### config.mk
export PLATFORM = sky130hd
export DESIGN_NAME = wdg_watchdog
export DESIGN_NICKNAME = d
export VERILOG_FILES = /design/src/verilog/wdg_edge_sync.v /design/src/verilog/wdg_feed_check.v /design/src/verilog/wdg_watchdog.v
export VERILOG_INCLUDE_DIRS = /design/src /design/src/verilog
export SDC_FILE = /design/constraint.sdc
export NUM_CORES = 1
export LEC_CHECK = 0
export BUFFER_PORTS_ARGS = -buffer_cell sky130_fd_sc_hd__buf_2
export CAP_MARGIN = 10
export CORE_MARGIN = 1.5
export CORE_UTILIZATION = 55
export DETAILED_ROUTE_END_ITERATION = 10
export PLACE_DENSITY = 0.77
export SETUP_SLACK_MARGIN = 0.02
export SKIP_CTS_REPAIR_TIMING = 1
export SLEW_MARGIN = 0
export SYNTH_ARGS = -nofsm -noshare
export SYNTH_HDL_FRONTEND = slang
export SYNTH_SLANG_ARGS = --single-unit
### constraint.sdc
create_clock -name aclk -period 7.9 [get_ports aclk]
set_input_delay 0.395 -clock aclk [delete_from_list [all_inputs] [get_ports aclk]]
set_output_delay 0.395 -clock aclk [all_outputs]
set_load 0.005 [all_outputs]
### src/verilog/wdg_regs.vh
// register offsets, field positions, reset values and timing counts of the watchdog
// assumes a 32-bit axi4-lite slave port with byte addresses in the low eight bits
`ifndef WDG_REGS_VH
`define WDG_REGS_VH

`define WDG_OFF_MODE 8'h00
`define WDG_OFF_CLKSEL 8'h04
`define WDG_OFF_TIMEOUT 8'h08
`define WDG_OFF_FEED 8'h0C
`define WDG_OFF_COUNT 8'h10
`define WDG_OFF_WARN 8'h14
`define WDG_OFF_WINDOW 8'h18
`define WDG_OFF_STATUS 8'h1C

// mode register fields
`define WDG_MODE_EN 0
`define WDG_MODE_RESET_EN 1
`define WDG_MODE_WINDOWED 2
`define WDG_MODE_WARN_EN 3

// status register fields, write one to clear
`define WDG_ST_TIMEOUT 0
`define WDG_ST_FEED_ERR 1
`define WDG_ST_WARN 2
`define WDG_ST_WDRESET 3

// counting clock selection codes
`define WDG_SEL_IRC 2'h0
`define WDG_SEL_RING 2'h1
`define WDG_SEL_MAIN 2'h2

`define WDG_TIMEOUT_MIN 24'h0000_FF
`define WDG_TIMEOUT_RST 24'h0000_FF
`define WDG_WARN_RST 24'h0000_00
`define WDG_WINDOW_RST 24'hFFFF_FF

// fixed prescaler: four counting-clock periods per count
`define WDG_PRESCALE_LAST 2'h3

// feed sequence bytes
`define WDG_FEED_FIRST 8'hAA
`define WDG_FEED_SECOND 8'h55

`define WDG_RESP_OKAY 2'h0
`define WDG_RESP_SLVERR 2'h2

`endif

### src/verilog/wdg_edge_sync.v
// three-stage synchroniser for a free-running oscillator input, with rising-edge pulse
// assumes each oscillator level lasts at least two aclk cycles
`timescale 1ns/10ps
module wdg_edge_sync (
    input wire aclk,
    input wire aresetn,
    input wire osc_in,
    output wire rise_pulse
);
    reg s1_reg;
    reg s2_reg;
    reg s3_reg;
    reg level_reg;

    always @(posedge aclk)
    begin
        if (!aresetn)
        begin
            s1_reg <= 1'b0;
            s2_reg <= 1'b0;
            s3_reg <= 1'b0;
            level_reg <= 1'b0;
        end
        else
        begin
            s1_reg <= osc_in;
            s2_reg <= s1_reg;
            s3_reg <= s2_reg;
            // accepted only once stages two and three agree; a one-cycle glitch is dropped
            if (s2_reg == s3_reg)
                level_reg <= s3_reg;
        end
    end

    // s1 feeds only s2; one pulse per accepted rising level
    assign rise_pulse = s2_reg & s3_reg & ~level_reg;
endmodule // wdg_edge_sync

### src/verilog/wdg_feed_check.v
// feed sequence checker: first byte then second byte, with no other write between
// assumes one-cycle write strobes from the register slave
`timescale 1ns/10ps
`include "wdg_regs.vh"
module wdg_feed_check (
    input wire aclk,
    input wire aresetn,
    input wire feed_wr,
    input wire [7:0] feed_data,
    input wire other_wr,
    output reg feed_ok,
    output reg feed_bad
);
    localparam ST_IDLE = 1'b0;
    localparam ST_ARMED = 1'b1;
    reg state_reg;
    reg state_next;

    always @*
    begin
        state_next = state_reg;
        feed_ok = 1'b0;
        feed_bad = 1'b0;
        case (state_reg)
            ST_IDLE:
            begin
                if (feed_wr && feed_data == `WDG_FEED_FIRST)
                    state_next = ST_ARMED;
                else if (feed_wr)
                    feed_bad = 1'b1;
            end
            default:
            begin
                if (feed_wr && feed_data == `WDG_FEED_SECOND)
                begin
                    feed_ok = 1'b1;
                    state_next = ST_IDLE;
                end
                else if (feed_wr || other_wr)
                begin
                    // broken or interrupted sequence
                    feed_bad = 1'b1;
                    state_next = ST_IDLE;
                end
            end
        endcase
    end

    always @(posedge aclk)
    begin
        if (!aresetn)
            state_reg <= ST_IDLE;
        else
            state_reg <= state_next;
    end
endmodule // wdg_feed_check

### src/verilog/wdg_watchdog.v
// watchdog with optional reload window and early warning, axi4-lite register slave
// assumes oscillator pins are asynchronous, each level lasting two aclk cycles or more, and that
// chip_reset_req is wired to the chip reset network which in turn drives aresetn
//
// What this block does
// - once enabled and fed, expiry without reload requests a chip-wide reset, or an interrupt when reset enable is clear
// - enable is set by software; cleared only by reset, or by software after a watchdog event
// - wrong or incomplete feed sequence triggers the enabled reset or interrupt
// - sticky flag tells software the last reset came from the watchdog
// - 24-bit down-counter advanced by fixed prescaler from selected counting clock
// - time-out from 256x4 up to 2^24x4 counting periods, in steps of four
// - counting clock selectable among rc oscillator, ring oscillator, main clock
// - windowed mode accepts a reload only between programmed minimum and maximum
// - windowed mode may raise a warning interrupt at a programmed count
// - windowed mode limits counting clock to rc or ring oscillator
`timescale 1ns/10ps
`include "wdg_regs.vh"
module wdg_watchdog (
    input wire aclk,
    input wire aresetn,
    input wire power_on_resetn,
    input wire internal_rc_osc,
    input wire watchdog_ring_osc,
    input wire main_clock,
    input wire debug_halt,
    input wire [7:0] s_axi_awaddr,
    input wire s_axi_awvalid,
    output wire s_axi_awready,
    input wire [31:0] s_axi_wdata,
    input wire [3:0] s_axi_wstrb,
    input wire s_axi_wvalid,
    output wire s_axi_wready,
    output reg [1:0] s_axi_bresp,
    output reg s_axi_bvalid,
    input wire s_axi_bready,
    input wire [7:0] s_axi_araddr,
    input wire s_axi_arvalid,
    output wire s_axi_arready,
    output reg [31:0] s_axi_rdata,
    output reg [1:0] s_axi_rresp,
    output reg s_axi_rvalid,
    input wire s_axi_rready,
    output reg chip_reset_req,
    output wire watchdog_irq
);

    ////////////////////////////////////////////////////////////////////////////////
    // counting clock sources

    wire [2:0] osc_in;
    wire [2:0] osc_rise;
    assign osc_in = {main_clock, watchdog_ring_osc, internal_rc_osc};

    genvar gi;
    generate
        for (gi = 0; gi < 3; gi = gi + 1)
        begin : g_osc
            wdg_edge_sync u_sync (
                .aclk(aclk),
                .aresetn(aresetn),
                .osc_in(osc_in[gi]),
                .rise_pulse(osc_rise[gi])
            );
        end
    endgenerate

    ////////////////////////////////////////////////////////////////////////////////
    // registers

    reg enable_reg, reset_en_reg, windowed_reg, warn_en_reg, running_reg;
    reg to_flag_reg, err_flag_reg, warn_flag_reg, wdreset_flag_reg;
    reg [1:0] clksel_reg, presc_reg;
    reg [23:0] timeout_reg, warn_reg, window_reg, count_reg;

    // merges a write into an older word lane by lane
    function [31:0] merge;
        input [31:0] old_val;
        input [31:0] new_val;
        input [3:0] strb;
        integer k;
        begin
            merge = old_val;
            for (k = 0; k < 4; k = k + 1)
                if (strb[k])
                    merge[k*8 +: 8] = new_val[k*8 +: 8];
        end
    endfunction

    ////////////////////////////////////////////////////////////////////////////////
    // axi4-lite write channel: address and data are taken together

    wire wr_go;
    wire [31:0] wmode, wclk, wtime, wwarn, wwin, wstat;
    reg wr_mode, wr_clksel, wr_timeout, wr_feed, wr_warn, wr_window, wr_status, wr_hit;

    assign wr_go = s_axi_awvalid & s_axi_wvalid & ~s_axi_bvalid;
    assign s_axi_awready = wr_go;
    assign s_axi_wready = wr_go;

    assign wmode = merge({28'h000_0000, warn_en_reg, windowed_reg, reset_en_reg, enable_reg},
                         s_axi_wdata, s_axi_wstrb);
    assign wclk = merge({30'h0000_0000, clksel_reg}, s_axi_wdata, s_axi_wstrb);
    assign wtime = merge({8'h00, timeout_reg}, s_axi_wdata, s_axi_wstrb);
    assign wwarn = merge({8'h00, warn_reg}, s_axi_wdata, s_axi_wstrb);
    assign wwin = merge({8'h00, window_reg}, s_axi_wdata, s_axi_wstrb);
    assign wstat = s_axi_wdata & {{28{1'b0}}, {4{s_axi_wstrb[0]}}};

    always @*
    begin
        wr_mode = 1'b0;
        wr_clksel = 1'b0;
        wr_timeout = 1'b0;
        wr_feed = 1'b0;
        wr_warn = 1'b0;
        wr_window = 1'b0;
        wr_status = 1'b0;
        wr_hit = 1'b1;
        if (s_axi_awaddr == `WDG_OFF_MODE)
            wr_mode = wr_go;
        else if (s_axi_awaddr == `WDG_OFF_CLKSEL)
            wr_clksel = wr_go;
        else if (s_axi_awaddr == `WDG_OFF_TIMEOUT)
            wr_timeout = wr_go;
        else if (s_axi_awaddr == `WDG_OFF_FEED)
            wr_feed = wr_go & s_axi_wstrb[0];
        else if (s_axi_awaddr == `WDG_OFF_WARN)
            wr_warn = wr_go;
        else if (s_axi_awaddr == `WDG_OFF_WINDOW)
            wr_window = wr_go;
        else if (s_axi_awaddr == `WDG_OFF_STATUS)
            wr_status = wr_go;
        else if (s_axi_awaddr != `WDG_OFF_COUNT)
            wr_hit = 1'b0;
    end

    always @(posedge aclk)
    begin
        if (!aresetn)
        begin
            s_axi_bvalid <= 1'b0;
            s_axi_bresp <= `WDG_RESP_OKAY;
        end
        else if (wr_go)
        begin
            s_axi_bvalid <= 1'b1;
            s_axi_bresp <= wr_hit ? `WDG_RESP_OKAY : `WDG_RESP_SLVERR;
        end
        else if (s_axi_bready)
            s_axi_bvalid <= 1'b0;
    end

    ////////////////////////////////////////////////////////////////////////////////
    // feed sequence

    wire feed_ok;
    wire feed_bad;
    wire other_wr;
    assign other_wr = wr_go & ~wr_feed;

    wdg_feed_check u_feed (
        .aclk(aclk),
        .aresetn(aresetn),
        .feed_wr(wr_feed),
        .feed_data(s_axi_wdata[7:0]),
        .other_wr(other_wr),
        .feed_ok(feed_ok),
        .feed_bad(feed_bad)
    );

    ////////////////////////////////////////////////////////////////////////////////
    // countdown

    reg sel_tick;
    wire count_tick, expire, early_feed, good_feed, bad_event, wd_event, warn_hit;

    always @*
    begin
        case (clksel_reg)
            `WDG_SEL_RING: sel_tick = osc_rise[1];
            `WDG_SEL_MAIN: sel_tick = windowed_reg ? osc_rise[1] : osc_rise[2];
            default: sel_tick = osc_rise[0];
        endcase
    end

    // one count every four counting-clock rising edges
    assign count_tick = sel_tick & (presc_reg == `WDG_PRESCALE_LAST)
                        & running_reg & enable_reg & ~debug_halt;
    assign expire = count_tick & (count_reg == 24'h0000_00);
    // reload before the minimum elapsed time is a window violation
    assign early_feed = windowed_reg & (count_reg > window_reg);
    assign good_feed = feed_ok & ~early_feed;
    assign bad_event = enable_reg & (feed_bad | (feed_ok & early_feed));
    assign wd_event = expire | bad_event;
    assign warn_hit = count_tick & windowed_reg & warn_en_reg & (count_reg == warn_reg);

    always @(posedge aclk)
    begin
        if (!aresetn)
        begin
            presc_reg <= 2'h0;
            count_reg <= `WDG_TIMEOUT_RST;
            running_reg <= 1'b0;
        end
        else
        begin
            if (sel_tick && !debug_halt)
                presc_reg <= presc_reg + 2'h1;
            if (good_feed)
            begin
                // the load and the synchronised ticks are both in the aclk domain, so no crossing hazard here
                count_reg <= timeout_reg;
                presc_reg <= 2'h0;
                running_reg <= 1'b1;
            end
            else if (wd_event)
                running_reg <= 1'b0;
            else if (count_tick)
                count_reg <= count_reg - 24'h0000_01;
        end
    end

    ////////////////////////////////////////////////////////////////////////////////
    // control registers

    wire event_flag;
    assign event_flag = to_flag_reg | err_flag_reg;

    always @(posedge aclk)
    begin
        if (!aresetn)
        begin
            enable_reg <= 1'b0;
            reset_en_reg <= 1'b0;
            windowed_reg <= 1'b0;
            warn_en_reg <= 1'b0;
            clksel_reg <= `WDG_SEL_IRC;
            timeout_reg <= `WDG_TIMEOUT_RST;
            warn_reg <= `WDG_WARN_RST;
            window_reg <= `WDG_WINDOW_RST;
        end
        else
        begin
            if (wr_mode)
            begin
                // software may only clear enable after a watchdog interrupt event
                if (wmode[`WDG_MODE_EN] || event_flag)
                    enable_reg <= wmode[`WDG_MODE_EN];
                reset_en_reg <= wmode[`WDG_MODE_RESET_EN];
                windowed_reg <= wmode[`WDG_MODE_WINDOWED];
                warn_en_reg <= wmode[`WDG_MODE_WARN_EN];
            end
            if (wr_clksel)
                clksel_reg <= wclk[1:0];
            if (wr_timeout)
            begin
                if (wtime[23:0] < `WDG_TIMEOUT_MIN)
                    timeout_reg <= `WDG_TIMEOUT_MIN;
                else
                    timeout_reg <= wtime[23:0];
            end
            if (wr_warn)
                warn_reg <= wwarn[23:0];
            if (wr_window)
                window_reg <= wwin[23:0];
        end
    end

    ////////////////////////////////////////////////////////////////////////////////
    // event flags and consequences; a set in the clearing cycle wins

    always @(posedge aclk)
    begin
        if (!aresetn)
        begin
            to_flag_reg <= 1'b0;
            err_flag_reg <= 1'b0;
            warn_flag_reg <= 1'b0;
            chip_reset_req <= 1'b0;
        end
        else
        begin
            chip_reset_req <= wd_event & reset_en_reg;
            if (expire)
                to_flag_reg <= 1'b1;
            else if (wr_status && wstat[`WDG_ST_TIMEOUT])
                to_flag_reg <= 1'b0;
            if (bad_event)
                err_flag_reg <= 1'b1;
            else if (wr_status && wstat[`WDG_ST_FEED_ERR])
                err_flag_reg <= 1'b0;
            if (warn_hit)
                warn_flag_reg <= 1'b1;
            else if (wr_status && wstat[`WDG_ST_WARN])
                warn_flag_reg <= 1'b0;
        end
    end

    // survives the chip reset that the watchdog itself causes
    always @(posedge aclk)
    begin
        if (!power_on_resetn)
            wdreset_flag_reg <= 1'b0;
        else if (wd_event && reset_en_reg)
            wdreset_flag_reg <= 1'b1;
        else if (wr_status && wstat[`WDG_ST_WDRESET])
            wdreset_flag_reg <= 1'b0;
    end

    assign watchdog_irq = (event_flag & ~reset_en_reg) | warn_flag_reg;

    ////////////////////////////////////////////////////////////////////////////////
    // axi4-lite read channel

    reg [31:0] rd_word;
    reg rd_hit;
    wire rd_go;
    assign rd_go = s_axi_arvalid & ~s_axi_rvalid;
    assign s_axi_arready = ~s_axi_rvalid;

    always @*
    begin
        rd_word = 32'h0000_0000;
        rd_hit = 1'b1;
        if (s_axi_araddr == `WDG_OFF_MODE)
            rd_word = {28'h000_0000, warn_en_reg, windowed_reg, reset_en_reg, enable_reg};
        else if (s_axi_araddr == `WDG_OFF_CLKSEL)
            rd_word = {30'h0000_0000, clksel_reg};
        else if (s_axi_araddr == `WDG_OFF_TIMEOUT)
            rd_word = {8'h00, timeout_reg};
        else if (s_axi_araddr == `WDG_OFF_COUNT)
            rd_word = {8'h00, count_reg};
        else if (s_axi_araddr == `WDG_OFF_WARN)
            rd_word = {8'h00, warn_reg};
        else if (s_axi_araddr == `WDG_OFF_WINDOW)
            rd_word = {8'h00, window_reg};
        else if (s_axi_araddr == `WDG_OFF_STATUS)
            rd_word = {28'h000_0000, wdreset_flag_reg, warn_flag_reg, err_flag_reg,
                       to_flag_reg};
        else if (s_axi_araddr != `WDG_OFF_FEED)
            rd_hit = 1'b0;
    end

    always @(posedge aclk)
    begin
        if (!aresetn)
        begin
            s_axi_rvalid <= 1'b0;
            s_axi_rdata <= 32'h0000_0000;
            s_axi_rresp <= `WDG_RESP_OKAY;
        end
        else if (rd_go)
        begin
            s_axi_rvalid <= 1'b1;
            s_axi_rdata <= rd_word;
            s_axi_rresp <= rd_hit ? `WDG_RESP_OKAY : `WDG_RESP_SLVERR;
        end
        else if (s_axi_rready)
            s_axi_rvalid <= 1'b0;
    end
endmodule // wdg_watchdog

* Word level (Yosys, flattened, before mapping)
Index checks and enable logic that the tools add are counted.
W data, S select, Z words.
** Word-level totals
- Bits in registers :: 161
- Input port bits :: 64
- Output and inout port bits :: 43
- Logic and storage cells :: 227
** Cells by class
- Add/subtract/negate cells :: 2
- $lt $le $gt $ge :: 2
- Equal/unequal tests :: 24
- Muxes and demuxes :: 88
- Bitwise gates (word level) :: 40
- Reduce and logical (&&, ||, !) cells :: 33
** Operators by type and width (count)
- $mux W24 :: 10
- $mux W1 :: 71
- $eq A8 B5 Y1 const B :: 7
- $and A1 B1 Y1 :: 25
- $eq A24 B24 Y1 :: 1
- $eq A8 B4 Y1 const B :: 3
- $gt A24 B24 Y1 :: 1
- $logic_not A24 Y1 :: 1
- $lt A24 B8 Y1 const B :: 1
- $mux W8 :: 3
- $sub A24 B1 Y24 const B :: 1
- $reduce_and A2 Y1 :: 10
- $eq A8 B3 Y1 const B :: 2
- $logic_not A8 Y1 :: 2
- $reduce_bool A2 Y1 :: 8
- $not A1 Y1 :: 10
- $eq A8 B7 Y1 const B :: 1
- $eq A8 B8 Y1 const B :: 1
- $logic_and A1 B1 Y1 :: 8
- $ne A8 B4 Y1 const B :: 1
- $ne A8 B5 Y1 const B :: 1
- $and A4 B4 Y4 :: 1
- $eq A2 B2 Y1 const B :: 2
- $mux W2 :: 2
- other kinds (10) :: 16

* Logic depth before layout (Yosys ltp)
- Word-level depth :: 18
- Depth in mapped cells :: 11
- Gate-level depth less buffers :: 9

* Hierarchy
From an unflattened synthesis, not the netlist that was laid out.
** Second synthesis, totals
- Cell total of the unflattened synthesis :: 947
- Area total of the unflattened synthesis :: 8156.6 sq um
** Modules (own cells, without submodules)
- wdg_watchdog :: instances 1, cells each 900, area an instance 7631.1 sq um, seq. area each 2762.6 sq um
- wdg_edge_sync :: instances 3, cells each 11, area an instance 133.9 sq um, seq. area each 80.1 sq um
- wdg_feed_check :: instances 1, cells each 14, area an instance 123.9 sq um, seq. area each 20.0 sq um

* Worst setup path before layout
Ideal clock, no wire load.
- Kind :: register to register
- From :: register count_reg[0]
- To :: register count_reg[12]
- Setup time :: 0.086 ns
- Arrival time :: 2.638 ns
- Required time :: 7.814 ns
- Slack :: 5.176 ns
- Cell stages (with the launch flop) :: 12
- Path buffers :: 2
- Clock period less this slack :: 2.724 ns
- Path through :: dfxtp_1 -> inv_1 -> ha_1 -> or3b_2 -> or3_1 -> buf_2 -> nor4_4 -> nor3_1 -> buf_2 -> and3_1 -> xnor2_1 -> a211oi_1
** Between the ends
- Word-level cells in the longest chain between the ends :: 8
- Elaborated cells between the ends (all ways) :: 17
- Classes of those cells :: 1 x add/sub; 1 x order compare; 1 x eq/ne; 3 x mux; 8 x bitwise; 3 x reduce/logical
** Ends and longest elaborated chain
- start: declaration :: line wdg_watchdog.v:73 : reg [23:0] timeout_reg, warn_reg, window_reg, count_reg;
- start signal: assignment :: line wdg_watchdog.v:201 : count_reg <= `WDG_TIMEOUT_RST;
- start signal: assignment :: line wdg_watchdog.v:211 : count_reg <= timeout_reg;
- start signal: assignment :: line wdg_watchdog.v:218 : count_reg <= count_reg - 24'h0000_01;
- $gt A24 B24 Y1 :: line wdg_watchdog.v:190 : assign early_feed = windowed_reg & (count_reg > window_reg);
- $and A1 B1 Y1 :: line wdg_watchdog.v:190
- $and A1 B1 Y1 :: line wdg_watchdog.v:192 : assign bad_event = enable_reg & (feed_bad | (feed_ok & early_feed));
- $or A1 B1 Y1 :: line wdg_watchdog.v:192
- $and A1 B1 Y1 :: line wdg_watchdog.v:192
- $or A1 B1 Y1 :: line wdg_watchdog.v:193 : assign wd_event = expire | bad_event;
- $ne A2 B2 Y1 (no source line)
- $reduce_and A2 Y1 (no source line)
Parallel ways exist; a longest one is shown, timed or not. The select of a mux whose other input is x is not followed.
A chain may end at the register's enable or synchronous reset.

* Worst setup path after layout
- From :: register count_reg[0]
- To :: register count_reg[14]
Same word-level chain as after synthesis.

==> impl_metrics.py <==
metrics = {
    "setup_path": {
        "startpoint": "count_reg[0]",
        "reg2reg_depth": 10,
        "worstReg2RegEnd": "count_reg[14]",
        "crit_path_max_incr_delay_ps": 530,
        "worst_ep_arrival_time_ps": 3590,
        "path_max_fanout": 9,
        "cp-start-kind": "flip-flop",
        "worstSetupEndpointType": "flip-flop",
        "timing.rr.start": "count_reg[0]",
        "worstSetupPathType": "reg2reg",
        "cp_top_family": "simple AND/OR/NAND/NOR gates",
        "ff2ff_setup_slack_ps": 4640,
        "worstPathRequired_ps": 8240,
        "slowest_stage": "or3_1",
        "worstPathCellList": "inv_1 > ha_1 > or3b_2 > or3_1 > nor4_4 > nor3_1 > buf_4 > nor4b_1 > xnor2_1 > a211oi_1",
        "path_buf_inv": 2,
    },
    "routing": {
        "vias": 7455,
        "drtIter0Drc": 932,
        "detail_route.wirelength_um": 22500,
        "wl_per_cell_um": 18.7,
        "antenna_left": 0,
        "viasPerCell": 6.20,
        "drc_errors": 0,
        "first_pass_iters": 6,
    },
    "power": {
        "power_switching_w": 0.000414,
        "swShare_pct": 25.0,
        "p_int_w": 0.00124,
        "pwr-share-comb_pct": 5.0,
        "p_clk_share_pct": 48.5,
        "p_per_area_nw_per_um2": 186,
        "vdd.ir_drop.worst_mv": 0.145,
        "leakage_nw": 4.00,
        "pwr-share-seq_pct": 46.6,
    },
    "clocking": {
        "insertion_delay_ps": 430,
        "cts_buffer_depth": 2,
        "clockRootBuffer": "clkbuf_16",
        "clock-sinks": 151,
        "cts.htree.levels": 4,
        "cts_tree": "done",
        "cts_buffers": 17,
        "worst_setup_hold_path_clk_slew_ps": 60,
    },
    "sta": {
        "worst_pin_slew_ps": 1170,
        "slew_viol_final": 0,
        "hold_viol_final": 0,
        "tns_ps": 0,
        "period_share_pct": 41.2,
        "maxClockFrequency_mhz": 307,
        "clock_skew_ps": 7.75,
        "rsz0062_at_grt": "false",
        "min_period_ps": 3260,
        "setup_viol": 0,
        "timing.final.ws_setup_ps": 4640,
        "max_slew_margin_pct": 21.9,
    },
    "global_routing": {
        "track_usage_pct": 30.8,
        "grt_pass1_vias": 6694,
        "grt_max_degree": 71,
        "grt_pass1_wl_um": 35300,
        "gr-total-overflow": 0,
        "antenna_found_initial": 0,
    },
    "logic_synthesis": {
        "synth_area_um2": 7820,
        "ys_ff_latch": 151,
        "yosysWarnings": 0,
        "yosysUniqueCellTypes": 64,
        "syn_area_per_cell_um2": 8.24,
        "syn_inst": 950,
        "yosysSeqAreaShare_pct": 38.6,
        "ys.flop_type": "dfxtp_1",
        "synthArstFlopShare_pct": 0,
        "synth_edf_count": 0,
    },
    "min_path": {
        "min_to": "s_axi_rvalid",
        "min-delay-start": "s_axi_rready",
        "hold_depth": 2,
        "hold_path_class": "in2reg",
    },
    "floorplan": {
        "die_x_um": 122,
        "dieArea_um2": 15000,
        "ios": 107,
        "initial_core_util_pct": 56.4,
        "core-area_um2": 13900,
        "dieHeight_um": 122,
        "num_rows": 43,
    },
    "placement": {
        "gp_congestion": 0.903,
        "dp_hpwl_um": 15200,
        "port-buffer-count": 87,
        "dp_slack_ps": 4640,
        "dpl_cell_area_um2": 8330,
    },
    "outcome": {
        "status": "completed",
    },
    "layout": {
        "areaGrowthSynthToFinish_pct": 13.9,
        "n_antenna_cell": 0,
        "stdcell_area_um2": 8910,
        "layout_common_cells": "dfxtp_1, nand2_1, nand3_1, buf_2, nor2_1",
        "fillCellCount": 1258,
        "multi_input_area_um2": 4420,
        "layout_commonest_cell": "dfxtp_1",
        "drive_gt1_share_pct": 15.0,
        "seqCellArea_um2": 3020,
        "nNetsFinal": 1105,
    },
    "run": {
        "maxCapViolCount": 0,
    },
}
[cell type report]
| type | instances | share of cell area [%] |
|---|---|---|
| clock inverter | 15 | 1.74 |
| inverter | 37 | 1.56 |
| timing repair buffer | 99 | 5.90 |
| clock buffer | 17 | 4.77 |
| multi-input combinational | 704 | 49.6 |
| tap | 180 | 2.53 |
| sequential | 151 | 33.9 |
[synth_stat cells, types with 21 or more instances]
| master | n | area (um2) |
|---|---|---|
| o22ai_1 | 27 | 169 |
| clkbuf_1 | 53 | 199 |
| nor4_1 | 24 | 150 |
| a21oi_1 | 39 | 195 |
| nor3_1 | 21 | 105 |
| inv_1 | 37 | 139 |
| xor2_1 | 31 | 272 |
| nand3_1 | 90 | 450 |
| ha_1 | 31 | 388 |
| dfxtp_1 | 151 | 3020 |
| nand2_1 | 120 | 450 |
| nor2_1 | 66 | 248 |
[layer usage]
metal | track usage (%) | wire (um) | vias up
met3 | 6.92 | 1810 | 55
met1 | 41.0 | 9730 | 3465
met5 | 0 | 0 | -
li1 | - | - | 3578
met2 | 49.0 | 10300 | 357
met4 | 11.1 | 602 | 0
[logic make-up (layout without fill, tap and decap cells)]
family | after synthesis | after routing | share of synthesized area [%]
buffers and inverters | 104 | 168 | 5.57
DFF | 151 | 151 | 38.6
and+or+nand+nor | 399 | 399 | 25.4
muxes | 17 | 17 | 2.24
other | 1 | 10 | 0.0479
adders and majority gates | 31 | 31 | 4.96
AOI/OAI and AO/OA | 203 | 203 | 18.2
xor gates and xnor gates | 44 | 44 | 4.93
[metrics by stage]
| step | hold slack, ps | total power [W] | utilization (%) | cells |
|---|---|---|---|---|
| after floorplan | 412 | 0.000833 | - | 959 |
| after global placement | 413 | 0.000867 | 60.0 | 1171 |
| after detailed placement | 421 | 0.000868 | 60.0 | 1171 |
| after CTS | 128 | 0.00166 | 64.2 | 1203 |
| after global routing | 141 | 0.00171 | 64.2 | 1203 |
| final | 139 | 0.00165 | 64.2 | 1203 |
[power groups by stage]
stage	clock network (W)	registers (W)	logic, W
finish	0.000802	0.000770	0.0000824
global route	0.000849	0.000770	0.0000898
CTS	0.000812	0.000770	0.0000811
detailed placement	0	0.000787	0.0000808
global placement	0	0.000787	0.0000802
floorplan	0	0.000787	0.0000462
[worst max-delay path by stage]
stage | slack [ps] | end | depth (start not counted)
after CTS | 4670 | count_reg[14] | 10
after global routing | 4510 | count_reg[15] | 9
after global placement | 4690 | count_reg[19] | 8
after detailed placement | 4640 | count_reg[14] | 9
final | 4640 | count_reg[14] | 10
after floorplan | 5180 | count_reg[12] | 11
No activity file was read; power rests on OpenSTA's default activity.
